## src/rtl/ecp_pkg.sv

```systemverilog
// Purpose: shared constants for the ecp host port
// Assumes: 250 MHz clock, byte wide port, one shared fifo
// Notes:   fifo word is {command flag, byte}
package ecp_pkg;
  // port modes
  localparam logic [2:0] MODE_STD   = 3'h0;
  localparam logic [2:0] MODE_BIDIR = 3'h1;
  localparam logic [2:0] MODE_FIFO  = 3'h2;
  localparam logic [2:0] MODE_ECP   = 3'h3;
  localparam logic [2:0] MODE_EPP   = 3'h4;
  localparam logic [2:0] MODE_RSVD  = 3'h5;
  localparam logic [2:0] MODE_TEST  = 3'h6;
  localparam logic [2:0] MODE_CFG   = 3'h7;
  localparam logic [2:0] RESET_MODE = MODE_STD;
  // fifo shape
  localparam int BYTE_W     = 8;
  localparam int FIFO_W     = 9;
  localparam int FIFO_DEPTH = 16;
  localparam int FIFO_AW    = 4;
  localparam int CMD_BIT    = 8;
  // service thresholds for programmed i/o
  localparam logic [4:0] WRITE_THRESH = 5'h08;
  localparam logic [4:0] READ_THRESH  = 5'h08;
  localparam logic [4:0] DEPTH_COUNT  = 5'h10;
  // handshake states, gray along the usual path
  typedef enum logic [2:0] {
    ECP_IDLE    = 3'h0,
    ECP_SETUP   = 3'h1,
    ECP_STROBE  = 3'h3,
    ECP_RELEASE = 3'h2,
    ECP_REQ     = 3'h6,
    ECP_TAKE    = 3'h7
  } ecp_state_e;
endpackage : ecp_pkg

```

## src/rtl/ecp_port_host.sv

```systemverilog
// Purpose: ecp parallel port, host end, with fifo, dma and pio service
// Assumes: all inputs synchronous to clock; control bits are plain ports
// Notes:   pins lag internal state by one register stage
// Notes on behaviour
// - byte on data lines, strobe low, busy interlock
// - reverse byte valid while nack low; paired
// - reverse byte is command when periphack low
// - hostack high for data, low for command
// - reverse request low means reverse direction
// - selectin held deasserted in ecp mode
// - forward nfault falling edge raises error pulse
// - autofd asserted to request each reverse byte
// - command port bytes flagged, data port plain
// - auto handshake only in modes 010 and 011
// - mode and direction change restrictions
// - count byte precedes its data byte
// - fifo off after reset, used in fifo modes
// - dma serves data, test, compat ports only
// - terminal count sets pending, stops dma
// - pio service raised on interrupt line
// - external floppy forces drive b outputs inactive
// - floppy inputs ored with data lines 4..0
// - three bit mode field, 101 reserved
// - one sixteen byte buffer for all ports
`timescale 1ns/1ps
module ecp_port_host
  import ecp_pkg::*;
(
  // clock and reset
  input  wire logic        clock,
  input  wire logic        resetn,
  // mode and control bits
  input  wire logic        mode_wr,
  input  wire logic [2:0]  mode_in,
  input  wire logic        dir_wr,
  input  wire logic        dir_in,
  input  wire logic        strobe_bit,
  input  wire logic        autofd_bit,
  input  wire logic        init_bit,
  input  wire logic        selectin_bit,
  input  wire logic [7:0]  pio_data,
  input  wire logic        fault_irq_enable,
  input  wire logic        dma_allow,
  input  wire logic        service_clear,
  // fifo ports
  input  wire logic        command_fifo_port_wr,
  input  wire logic        data_fifo_port_wr,
  input  wire logic [7:0]  wr_data,
  input  wire logic        data_fifo_port_rd,
  input  wire logic        dma_tc,
  // status to software
  output logic [2:0]       mode,
  output logic             dir,
  output logic [7:0]       rd_data,
  output logic             rd_is_cmd,
  output logic             fifo_full,
  output logic             fifo_empty,
  output logic             service_pending,
  output logic             port_dma_request,
  output logic             irq,
  output logic             fault_event,
  // printer pins
  output logic [7:0]       pd_out,
  output logic             pd_oe,
  input  wire logic [7:0]  pd_in,
  output logic             nstrobe,
  output logic             nautofd,
  output logic             ninit,
  output logic             nselectin,
  input  wire logic        nack,
  input  wire logic        busy,
  input  wire logic        nackreverse,
  input  wire logic        nfault,
  // external floppy takeover
  input  wire logic        external_floppy_mode,
  input  wire logic        drive_b_motor_in,
  input  wire logic        drive_b_select_in,
  input  wire logic [4:0]  fdc_pins_in,
  output logic             drive_b_motor_out,
  output logic             drive_b_select_out,
  output logic [4:0]       fdc_sense
);
  logic             rst_meta;
  logic             rst_n;
  ecp_state_e       state;
  logic [7:0]       out_byte;
  logic             hostack;
  logic             nfault_d;
  logic             dir_eff;
  logic             fifo_used;
  logic             auto_fwd;
  logic             auto_rev;
  logic             fwd_go;
  logic             rev_push;
  logic             sw_push;
  logic             sw_pop;
  logic             push;
  logic             pop;
  logic [FIFO_W-1:0] push_data;
  logic [FIFO_W-1:0] head;
  logic             f_full;
  logic             f_empty;
  logic [4:0]       f_count;
  logic             set_tc;
  logic             set_pio;

  function automatic logic is_pio_mode(input logic [2:0] m);
    return (m == MODE_STD) || (m == MODE_BIDIR);
  endfunction : is_pio_mode

  // reset release through two flops
  always_ff @(posedge clock or negedge resetn) begin
    if (!resetn) begin
      rst_meta <= 1'b0;
      rst_n    <= 1'b0;
    end else begin
      rst_meta <= 1'b1;
      rst_n    <= rst_meta;
    end
  end

  // mode field; a non-pio mode may only fall back to 000 or 001
  always_ff @(posedge clock or negedge rst_n) begin
    if (!rst_n) begin
      mode <= RESET_MODE;
    end else if (mode_wr && mode_in != MODE_RSVD) begin
      if (is_pio_mode(mode) || is_pio_mode(mode_in)) mode <= mode_in;
    end
  end

  // direction only moves in mode 001
  always_ff @(posedge clock or negedge rst_n) begin
    if (!rst_n) begin
      dir <= 1'b0;
    end else if (dir_wr && mode == MODE_BIDIR) begin
      dir <= dir_in;
    end
  end

  // modes 000 and 010 always drive forward
  assign dir_eff   = dir && mode != MODE_STD && mode != MODE_FIFO;
  assign fifo_used = mode == MODE_FIFO || mode == MODE_ECP ||
                     mode == MODE_TEST;
  assign auto_fwd  = (mode == MODE_FIFO || mode == MODE_ECP) && !dir_eff;
  assign auto_rev  = mode == MODE_ECP && dir_eff;

  // handshake decisions taken from the current state
  assign fwd_go   = state == ECP_IDLE && auto_fwd && !f_empty && !busy;
  assign rev_push = state == ECP_REQ && auto_rev && !nack && !f_full;

  // software and dma writes; command port only in ecp forward
  assign sw_push = (command_fifo_port_wr && mode == MODE_ECP && !dir_eff)
                || (data_fifo_port_wr && fifo_used && !auto_rev);
  assign sw_pop  = data_fifo_port_rd && !f_empty &&
                   (auto_rev || mode == MODE_TEST);
  assign push    = rev_push || sw_push;
  assign pop     = fwd_go || sw_pop;
  // command flag rides beside each byte so order survives the fifo
  assign push_data = rev_push ? {!busy, pd_in}
                   : {command_fifo_port_wr, wr_data};

  // single shared buffer, emptied whenever the fifo is unused
  ecp_fifo u_fifo (
    .clock     (clock),
    .rst_n     (rst_n),
    .clear     (!fifo_used),
    .push      (push),
    .push_data (push_data),
    .pop       (pop),
    .head      (head),
    .full      (f_full),
    .empty     (f_empty),
    .count     (f_count)
  );

  // forward and reverse handshake engine
  always_ff @(posedge clock or negedge rst_n) begin
    if (!rst_n) begin
      state    <= ECP_IDLE;
      out_byte <= 8'h00;
      hostack  <= 1'b1;
    end else if (!auto_fwd && !auto_rev) begin
      state <= ECP_IDLE;
    end else begin
      unique case (state)
        ECP_IDLE: begin
          if (fwd_go) begin
            out_byte <= head[7:0];
            hostack  <= !(mode == MODE_ECP && head[CMD_BIT]);
            state    <= ECP_SETUP;
          end else if (auto_rev && !nackreverse && !f_full) begin
            state <= ECP_REQ;
          end
        end
        ECP_SETUP:   state <= ECP_STROBE;
        ECP_STROBE:  if (busy) state <= ECP_RELEASE;
        ECP_RELEASE: if (!busy) state <= ECP_IDLE;
        ECP_REQ:     if (rev_push) state <= ECP_TAKE;
        ECP_TAKE:    if (nack) state <= ECP_IDLE;
        default:     state <= ECP_IDLE;
      endcase
    end
  end

  // pin drivers; pio modes pass strobe, autofd and selectin inverted, init as is
  always_ff @(posedge clock or negedge rst_n) begin
    if (!rst_n) begin
      pd_out    <= 8'h00;
      pd_oe     <= 1'b0;
      nstrobe   <= 1'b1;
      nautofd   <= 1'b1;
      ninit     <= 1'b1;
      nselectin <= 1'b1;
    end else begin
      pd_out  <= auto_fwd ? out_byte : pio_data;
      // in mode 011, waits for the peripheral to give the bus back first
      pd_oe   <= !dir_eff && !external_floppy_mode &&
                 (mode != MODE_ECP || nackreverse);
      nstrobe <= auto_fwd ? (state != ECP_STROBE) : !strobe_bit;
      if (auto_fwd && mode == MODE_ECP) nautofd <= hostack;
      else if (auto_rev) nautofd <= (state != ECP_REQ);
      else nautofd <= !autofd_bit;
      ninit     <= (mode == MODE_ECP) ? !dir_eff : init_bit;
      nselectin <= (mode == MODE_ECP) ? 1'b1 : !selectin_bit;
    end
  end

  // software read port and status copies
  always_ff @(posedge clock or negedge rst_n) begin
    if (!rst_n) begin
      rd_data    <= 8'h00;
      rd_is_cmd  <= 1'b0;
      fifo_full  <= 1'b0;
      fifo_empty <= 1'b1;
    end else begin
      if (sw_pop) begin
        rd_data   <= head[7:0];
        rd_is_cmd <= head[CMD_BIT];
      end
      fifo_full  <= f_full;
      fifo_empty <= f_empty;
    end
  end

  // service events: terminal count, or pio threshold reached
  assign set_tc  = dma_tc && dma_allow && !service_pending;
  assign set_pio = !dma_allow && !service_pending && fifo_used &&
                   (dir_eff ? f_count >= READ_THRESH
                            : (DEPTH_COUNT - f_count) >= WRITE_THRESH);

  // pending flag: a set in the clearing cycle is kept
  always_ff @(posedge clock or negedge rst_n) begin
    if (!rst_n) begin
      service_pending <= 1'b0;
      irq             <= 1'b0;
    end else begin
      if (set_tc || set_pio) service_pending <= 1'b1;
      else if (service_clear) service_pending <= 1'b0;
      irq <= set_tc || set_pio;
    end
  end

  // dma request; forward needs room, reverse needs data
  always_ff @(posedge clock or negedge rst_n) begin
    if (!rst_n) begin
      port_dma_request <= 1'b0;
    end else begin
      port_dma_request <= dma_allow && !service_pending && !set_tc &&
                          fifo_used &&
                          (dir_eff ? !f_empty : !f_full);
    end
  end

  // error pulse on a falling nfault, forward ecp only
  always_ff @(posedge clock or negedge rst_n) begin
    if (!rst_n) begin
      nfault_d    <= 1'b1;
      fault_event <= 1'b0;
    end else begin
      nfault_d    <= nfault;
      fault_event <= nfault_d && !nfault && mode == MODE_ECP &&
                     !dir_eff && fault_irq_enable;
    end
  end

  // floppy takeover; drive b outputs are active low
  always_ff @(posedge clock or negedge rst_n) begin
    if (!rst_n) begin
      drive_b_motor_out  <= 1'b1;
      drive_b_select_out <= 1'b1;
      fdc_sense          <= 5'h00;
    end else begin
      drive_b_motor_out  <= external_floppy_mode || drive_b_motor_in;
      drive_b_select_out <= external_floppy_mode || drive_b_select_in;
      fdc_sense <= fdc_pins_in |
                   (external_floppy_mode ? pd_in[4:0] : 5'h00);
    end
  end
endmodule : ecp_port_host

```

## src/rtl/ecp_fifo.sv

```systemverilog
// Purpose: sixteen word fifo shared by every fifo port
// Assumes: nothing of callers; push when full and pop when empty are ignored
// Notes:   head word shows combinationally
`timescale 1ns/1ps
module ecp_fifo
  import ecp_pkg::*;
(
  // clock and reset
  input  wire logic              clock,
  input  wire logic              rst_n,
  input  wire logic              clear,
  // fill side
  input  wire logic              push,
  input  wire logic [FIFO_W-1:0] push_data,
  // drain side
  input  wire logic              pop,
  output logic      [FIFO_W-1:0] head,
  // status
  output logic                   full,
  output logic                   empty,
  output logic      [4:0]        count
);
  logic [FIFO_W-1:0]  mem [FIFO_DEPTH];
  logic [FIFO_AW-1:0] wr_ptr;
  logic [FIFO_AW-1:0] rd_ptr;

  // storage, no reset needed on data
  always_ff @(posedge clock) begin
    if (push && !full) begin
      mem[wr_ptr] <= push_data;
    end
  end

  // pointers and fill count; clear wins over traffic
  always_ff @(posedge clock or negedge rst_n) begin
    if (!rst_n) begin
      wr_ptr <= '0;
      rd_ptr <= '0;
      count  <= '0;
    end else if (clear) begin
      wr_ptr <= '0;
      rd_ptr <= '0;
      count  <= '0;
    end else begin
      if (push && !full) wr_ptr <= wr_ptr + FIFO_AW'(1);
      if (pop && !empty) rd_ptr <= rd_ptr + FIFO_AW'(1);
      count <= count + 5'((push && !full)) - 5'((pop && !empty));
    end
  end

  assign head  = mem[rd_ptr];
  assign full  = (count == DEPTH_COUNT);
  assign empty = (count == 5'h00);
endmodule : ecp_fifo

```

## config.mk

```make
export PLATFORM = sky130hd
export DESIGN_NAME = ecp_port_host
export DESIGN_NICKNAME = d
export VERILOG_FILES = /design/src/rtl/ecp_pkg.sv /design/src/rtl/ecp_port_host.sv /design/src/rtl/ecp_fifo.sv
export SDC_FILE = /design/constraint.sdc
export NUM_CORES = 1
export LEC_CHECK = 0
export BUFFER_PORTS_ARGS = -buffer_cell sky130_fd_sc_hd__buf_2
export CORE_UTILIZATION = 62
export CTS_CLUSTER_DIAMETER = 150
export DETAILED_ROUTE_END_ITERATION = 10
export PLACE_DENSITY = 0.93
export SETUP_SLACK_MARGIN = 0.2
export SYNTH_ARGS = -nofsm -noshare
export SYNTH_HDL_FRONTEND = slang
export SYNTH_SLANG_ARGS = --single-unit
```

## constraint.sdc

```tcl
create_clock -name clock -period 4.4 [get_ports clock]
set_input_delay 0.22 -clock clock [delete_from_list [all_inputs] [get_ports clock]]
set_output_delay 0.22 -clock clock [all_outputs]
set_load 0.02 [all_outputs]
```

# Yosys cells after proc, flatten, opt, wreduce, memory -nomap -nowiden
# Memories as Yosys holds them, arrays and structs flattened.
# Cells that the tools add are included.
# totals
regBits	67
mem_bits_rw	144
in_bits	55
output_inout_bits	39
elab_cells	167
n_memories	1
# memory_table
memory	words	width	rd	rd_clocked_by_memory_dff	wr	line	text
u_fifo.mem	16	9	1	0	1	ecp_fifo.sv:23	logic [FIFO_W-1:0] mem [FIFO_DEPTH];
# op_classes
add_sub_neg	5
magnitude_cmp	2
n_eq_ne	23
mux	27
bitwise_logic	2
n_reduce_logical	79
# op_table
op	count
1-bit logical AND	40
3-bit two-way mux	7
3-bit case mux with 6 select lines	1
1-bit zero test	17
4-bit two-way mux	4
3-bit != test, second input constant	5
1-bit logical OR	13
3-bit by 2-bit equality test with 1-bit output, second input constant	4
3-bit by 2-bit != test with 1-bit output, second input constant	4
1-bit two-way mux	11
5-bit by 4-bit >= comparator with 1-bit output, second input constant	2
5-bit two-way mux	2
3-bit by 1-bit equality test with 1-bit output, second input constant	3
3-bit equality test, second input constant	3
3-bit zero test	3
9-bit two-way mux	1
4-bit by 1-bit adder with 4-bit output, second input constant	2
8-bit two-way mux	1
5-bit by 1-bit adder with 5-bit output	1
5-bit equality test, second input constant	1
5-bit zero test	1
5-bit bitwise OR	1
5-bit AND reduction	1
5-bit by 1-bit subtractor with 5-bit output	1
other kinds (8)	9

# Longest topological paths before layout
# logic_depth
ltp_word	12
ltp_mapped	16
mapped_depth_nobuf	16

# Hierarchy
# From an unflattened synthesis, not the netlist that was laid out.
# hier_totals
cells_unflattened	570
area_unflattened_um2	9026.2
# modules_own_cells
module	instances	cells_per_inst	area_per_inst_um2	seq_area_each_um2
ecp_fifo	1	366	6590.1	4649.5
ecp_port_host	1	204	2436.1	1362.6

# Worst setup path before layout
# OpenSTA, ideal clock, no wires.
# synth_path
path_type	reg2reg
start	register u_fifo.count[3]
end	register u_fifo.count[4]
setup_time_ns	0.130
arrival_ns	2.706
required_ns	4.270
path_slack_ns	1.564
stages_incl_launch_ff	17
n_path_buf	0
synth_period_minus_slack_ns	2.836
path_cell_list	dfrtp_1 -> inv_1 -> ha_1 -> and3_1 -> ha_1 -> nor2_1 -> nand4_1 -> nand2_1 -> ha_1 -> inv_1 -> ha_1 -> inv_1 -> fa_1 -> o21bai_1 -> a21oi_1 -> xnor2_1 -> nor2_1
# synth_via
elab_chain_cells	8
word_cells_on_any_way	16
classes_between	add/sub: 2; eq/ne: 1; mux: 1; reduce/logical: 12
# synth_lines
element	line	text
from (decl)	ecp_fifo.sv:21	output logic [4:0] count
from (signal assigned)	ecp_fifo.sv:47	count <= count + 5'((push && !full)) - 5'((pop && !empty));
5-bit zero test (*)	ecp_fifo.sv:53	assign empty = (count == 5'h00);
net f_empty	ecp_port_host.sv:102	logic f_empty;
1-bit zero test (*)	ecp_port_host.sv:148, ecp_port_host.sv:154, ecp_fifo.sv:47	
1-bit logical AND (on tied branches) (2 in a row)	ecp_port_host.sv:148, ecp_port_host.sv:154	
1-bit logical OR	ecp_port_host.sv:157	assign pop = fwd_go || sw_pop;
1-bit logical AND (*)	ecp_fifo.sv:47	
5-bit by 1-bit subtractor with 5-bit output (*)	ecp_fifo.sv:47	
5-bit two-way mux (*)	ecp_fifo.sv:40	end else if (clear) begin
# Mark *: on every way through the listed nets, which the timed path passes. The rest lies on a longest branch.
# A chain may end at the register's enable or synchronous reset.

# Final worst setup path
# layout_path
start	register u_fifo.count[3]
end	register u_fifo.count[4]
# layout_via
elab_chain_cells	8
word_cells_on_any_way	16
classes_between	add/sub: 2; eq/ne: 1; mux: 1; reduce/logical: 12
# layout_lines
element	line	text
5-bit equality test (*)	ecp_fifo.sv:52	assign full = (count == DEPTH_COUNT);
net f_full	ecp_port_host.sv:101	logic f_full;
1-bit zero test (*)	ecp_port_host.sv:149, ecp_fifo.sv:47	
1-bit logical AND	ecp_port_host.sv:149	assign rev_push = state == ECP_REQ && auto_rev && !nack && !f_full;
1-bit logical OR	ecp_port_host.sv:156	assign push = rev_push || sw_push;
1-bit logical AND (*)	ecp_fifo.sv:47	
5-bit by 1-bit adder with 5-bit output (*)	ecp_fifo.sv:47	
5-bit by 1-bit subtractor with 5-bit output (*)	ecp_fifo.sv:47	
5-bit two-way mux (*)	ecp_fifo.sv:40	
# Marked as above.

==> report_table.html <==
<table>
<tr><th>Metric</th><th>Value</th></tr>
<tr><th colspan="2">Run status</th></tr>
<tr><td>Status</td><td>complete, no violations</td></tr>
<tr><th colspan="2">Timing</th></tr>
<tr><td>Setup WS post-layout</td><td>~0.46 ns</td></tr>
<tr><td>Final Hold Fails</td><td>0</td></tr>
<tr><td>Worst slew margin relative to its limit</td><td>17.0%</td></tr>
<tr><td>Total Negative Setup Slacks</td><td>0 ns</td></tr>
<tr><td>Min Clock Period, post-route</td><td>3.94 ns</td></tr>
<tr><td>Pin slew with the least headroom to its limit</td><td>roughly 1.2 ns</td></tr>
<tr><td>Part of the cycle the worst path needs</td><td>between 80 and 90%</td></tr>
<tr><td>Number of pins exceeding their max-slew limit in the final report</td><td>0</td></tr>
<tr><td>Clock Skew</td><td>around 0.031 ns</td></tr>
<tr><td>Setup repair after global routing missed its margin</td><td>false</td></tr>
<tr><td>Highest clock rate</td><td>roughly 250 MHz</td></tr>
<tr><td>Final Setup Violations</td><td>0</td></tr>
<tr><th colspan="2">Synth</th></tr>
<tr><td>Post-synth top area share</td><td>about 48%</td></tr>
<tr><td>FF+latch count, synth</td><td>between 200 and 250</td></tr>
<tr><td>Dominant register cell in the synthesized netlist</td><td>edfxtp_1</td></tr>
<tr><td>Post-synthesis cell type with the largest combined area</td><td>edfxtp_1</td></tr>
<tr><td>Synthesized cell area</td><td>9060 um2</td></tr>
<tr><td>Share of async-settable or async-resettable flops after synthesis</td><td>between 30% and 40%</td></tr>
<tr><td>Number of enable-type register cells in the synthesized netlist</td><td>about 140</td></tr>
<tr><td>Sequential fraction of the synthesis area</td><td>around 66%</td></tr>
<tr><td>Largest cells by area after synthesis</td><td>edfxtp_1, dfrtp_1, mux2i_1, a22oi_1, dfstp_2</td></tr>
<tr><td>Number of warnings issued by yosys</td><td>0</td></tr>
<tr><td>Synthesized instance count</td><td>approximately 650</td></tr>
<tr><td>Nets in the synthesized netlist</td><td>717</td></tr>
<tr><td>Netlist cell types</td><td>54</td></tr>
<tr><td>Synthesized area per cell</td><td>approximately 14 um2</td></tr>
<tr><th colspan="2">Floorplan</th></tr>
<tr><td>Row count</td><td>43</td></tr>
<tr><td>Overall die height</td><td>between 100 and 150 um</td></tr>
<tr><td>Initial core utilization</td><td>about 65%</td></tr>
<tr><td>Die area</td><td>15100 um2</td></tr>
<tr><td>Count of boundary I/O pins</td><td>94</td></tr>
<tr><td>DIE WIDTH</td><td>about 120 um</td></tr>
<tr><td>CORE AREA</td><td>14000 um2</td></tr>
<tr><th colspan="2">GRT</th></tr>
<tr><td>Number of antenna violations at the first check in global routing</td><td>0</td></tr>
<tr><td>Vias in the first global route</td><td>around 6400</td></tr>
<tr><td>Largest net degree at the start of global routing</td><td>66</td></tr>
<tr><td>First-pass GRT wire length</td><td>35.6 mm</td></tr>
<tr><td>Overall fraction of global-route tracks in use</td><td>around a third</td></tr>
<tr><td>Remaining global-route overflow</td><td>0</td></tr>
<tr><th colspan="2">Clock network</th></tr>
<tr><td>CTS root buffer</td><td>clkbuf_16</td></tr>
<tr><td>Total number of H-tree levels</td><td>1</td></tr>
<tr><td>Post-CTS clock slew at the launch and capture registers of the worst setup and hold paths</td><td>0.07 ns</td></tr>
<tr><td>Worst-Skew Late Latency</td><td>0.51 ns</td></tr>
<tr><td>Number of setup buffers added after CTS</td><td>0</td></tr>
<tr><td>Count of clock tree sinks</td><td>211</td></tr>
<tr><td>Maximum clock insertion buffer count</td><td>3</td></tr>
<tr><td>Number of CTS-inserted buffers</td><td>21</td></tr>
<tr><td>Clock tree from TritonCTS</td><td>done</td></tr>
<tr><th colspan="2">Setup path</th></tr>
<tr><td>Crit path capture type</td><td>flip-flop</td></tr>
<tr><td>Slowest CP cell</td><td>nor2_2</td></tr>
<tr><td>Most common cell type on the critical path</td><td>ha_1</td></tr>
<tr><td>Critical path class</td><td>reg -&gt; reg</td></tr>
<tr><td>Levels on crit path</td><td>15</td></tr>
<tr><td>Crit path capture</td><td>u_fifo.count[4]</td></tr>
<tr><td>Crit path buf inv count</td><td>3</td></tr>
<tr><td>Setup slack on the worst flop-to-flop path</td><td>roughly 0.46 ns</td></tr>
<tr><td>Kind of start point of the critical path</td><td>flip-flop</td></tr>
<tr><td>Endpoint of the worst-slack reg-to-reg timing path</td><td>u_fifo.count[4]</td></tr>
<tr><td>Beginning of the critical path</td><td>u_fifo.count[3]</td></tr>
<tr><td>Critical path, cell by cell</td><td>inv_1, ha_1, and3_1, ha_1, nor2_1, and4_1, nor2_2, inv_2, ha_1, inv_1, fa_1, o21bai_1, a21oi_1, xnor2_1, nor2_1</td></tr>
<tr><td>Largest delay contributor family on the critical path</td><td>simple AND/OR/NAND/NOR gates</td></tr>
<tr><td>Critical-path maximum fanout</td><td>13</td></tr>
<tr><td>Worst Path Arrival</td><td>approximately 4.3 ns</td></tr>
<tr><td>Worst flop-to-flop path startpoint</td><td>u_fifo.count[3]</td></tr>
<tr><td>Cell count of the worst reg-to-reg path</td><td>15</td></tr>
<tr><td>Data required time at the worst endpoint</td><td>4.77 ns</td></tr>
<tr><td>CP peak stage delay</td><td>~0.6 ns</td></tr>
<tr><th colspan="2">Final layout</th></tr>
<tr><td>Synth-to-layout area growth</td><td>16.9%</td></tr>
<tr><td>Number of fillers in the final layout</td><td>around 740</td></tr>
<tr><td>Fraction of final layout cells sized beyond drive strength 1</td><td>between 20% and 30%</td></tr>
<tr><td>Final instance area</td><td>between 10000 and 15000 um2</td></tr>
<tr><td>Most common library cell in the layout ignoring fill and taps</td><td>edfxtp_1</td></tr>
<tr><td>Nets</td><td>roughly 840</td></tr>
<tr><td>Utilization after layout</td><td>between 70% and 80%</td></tr>
<tr><td># diodes</td><td>0</td></tr>
<tr><td>Highest-count cells in the layout ignoring fill and taps</td><td>edfxtp_1, buf_2, mux2i_1, dfrtp_1, nand2_1</td></tr>
<tr><th colspan="2">Power and ir drop</th></tr>
<tr><td>Power per unit of standard cell area</td><td>between 500 and 600 nW/um2</td></tr>
<tr><td>Total power consumption of the routed design</td><td>5.30 mW</td></tr>
<tr><td>Leakage</td><td>3.93 nW</td></tr>
<tr><td>Peak supply drop</td><td>around 0.00049 V</td></tr>
<tr><th colspan="2">Route</th></tr>
<tr><td>Initial DRC count</td><td>between 1000 and 1500</td></tr>
<tr><td>Count of antenna-violating nets left after detailed routing</td><td>0</td></tr>
<tr><td>Vias per Instance</td><td>6.63</td></tr>
<tr><td>Average routed wire per standard cell</td><td>around 24 um</td></tr>
<tr><td>Remaining routing DRC violations</td><td>0</td></tr>
<tr><td>Detailed Routing Iterations Pass 1</td><td>5</td></tr>
<tr><td>Overall via count from detail_route</td><td>approximately 6400</td></tr>
<tr><td>Total Wirelength</td><td>about 23 mm</td></tr>
<tr><th colspan="2">Flow run</th></tr>
<tr><td># Max-Cap Violations</td><td>0</td></tr>
<tr><th colspan="2">Placement</th></tr>
<tr><td>Port bufs</td><td>between 90 and 100</td></tr>
<tr><td>Routability congestion estimate from global placement</td><td>about 0.96</td></tr>
<tr><td>Placed wire-length estimate after detailed placement</td><td>around 14 mm</td></tr>
<tr><td>Pre-CTS setup slack</td><td>about 0.57 ns</td></tr>
<tr><td>Area of placed instances</td><td>about 9600 um2</td></tr>
<tr><th colspan="2">Hold path</th></tr>
<tr><td>Worst hold-check path type</td><td>in -&gt; reg</td></tr>
</table>
[kinds of logic after synthesis]
logic type / count (synthesis) / share of synthesized area, %
buffers and inverters: 52 / 2.89
adders and majority gates: 17 / 2.43
xor gates and xnor gates: 4 / 0.387
other: 1 / 0.0414
and+or+nand+nor: 154 / 8.95
muxes: 87 / 9.73
DFF: 211 / 66.3
AOI/OAI and AO/OA: 119 / 9.22
[through the flow]
stage          instances  hold WS (ns)
6_report             964        0.0121
3_5_place_dp         892        0.0111
4_1_cts              964       0.00956
5_1_grt              964        0.0164
3_3_place_gp         892       0.00402
2_1_floorplan        645       -0.0756
[cell type report]
cell class	instances	area, um2	share of cell area, %
Clock buffer	29	576	5.43
Clock inverter	9	46.3	0.437
Inverter	18	67.6	0.638
Multi-Input combinational cell	382	2800	26.4
Sequential cell	211	6020	56.8
Tap cell	180	225	2.13
Timing Repair Buffer	135	866	8.17
[where the power goes]
part           switching (mW)  internal [mW]  total [mW]
Combinational           0.717          0.421        1.14
Sequential              0.169           2.33        2.50
Clock                   0.740          0.918        1.66
Total                    1.63           3.67        5.30
[routing by layer]
metal  vias to the layer above  GRT usage, %  wire length (um)
met5                         -             0                 0
met4                         0          15.0              1090
met3                        94          6.92              2470
met2                       509          52.7             11400
met1                      3091          40.9              8370
li1                       2699             -                 -
[flip-flops by register name, summed over array words and instances (netlist names), 3 cells and up]
signal	count
rd_data	8
fdc_sense	5
u_fifo.rd_ptr	4
state	3
out_byte	8
mode	3
u_fifo.mem	144
u_fifo.count	5
pd_out	8
u_fifo.wr_ptr	4
[synth_stat cells, types with 2 or more instances]
master / n
dfstp_2: 9
and4b_1: 7
clkbuf_1: 7
nor3b_1: 4
mux2_2: 9
nand3b_1: 3
nand3_1: 8
and2_1: 3
o21ai_0: 11
dfrtp_1: 58
buf_2: 20
o21bai_1: 3
a2bb2oi_1: 2
nand2_1: 51
xnor2_1: 4
nor4b_2: 5
a221o_1: 2
ha_1: 16
and4_1: 3
nand4_1: 6
a221oi_1: 16
nor2_1: 41
a21oi_1: 27
nand2b_1: 4
or2_2: 2
a22oi_1: 37
inv_1: 17
o41ai_1: 2
edfxtp_1: 144
a31oi_1: 3
buf_4: 3
a21o_1: 7
nor2b_1: 5
mux2i_1: 78
buf_6: 4
nor3_1: 6
[worst min path at each step]
stage	slack (ns)	depth (start not counted)	from	endpoint
after CTS	0.01	2	external_floppy_mode	pd_oe
after global routing	0.02	2	external_floppy_mode	pd_oe
after floorplan	-0.08	0	resetn	rst_meta
final	0.01	2	external_floppy_mode	pd_oe
after detailed placement	0.01	1	resetn	rst_meta
after global placement	0.004	1	resetn	rst_meta
[timing repair]
| action | CTS | global route |
|---|---|---|
| endpoints found under the setup margin | 0 | 1 |
| hold buffers | 34 | 0 |
| endpoints found under the hold margin | 28 | 0 |
| gates resized for setup | 0 | 1 |
(Power assumes the default switching activity.)
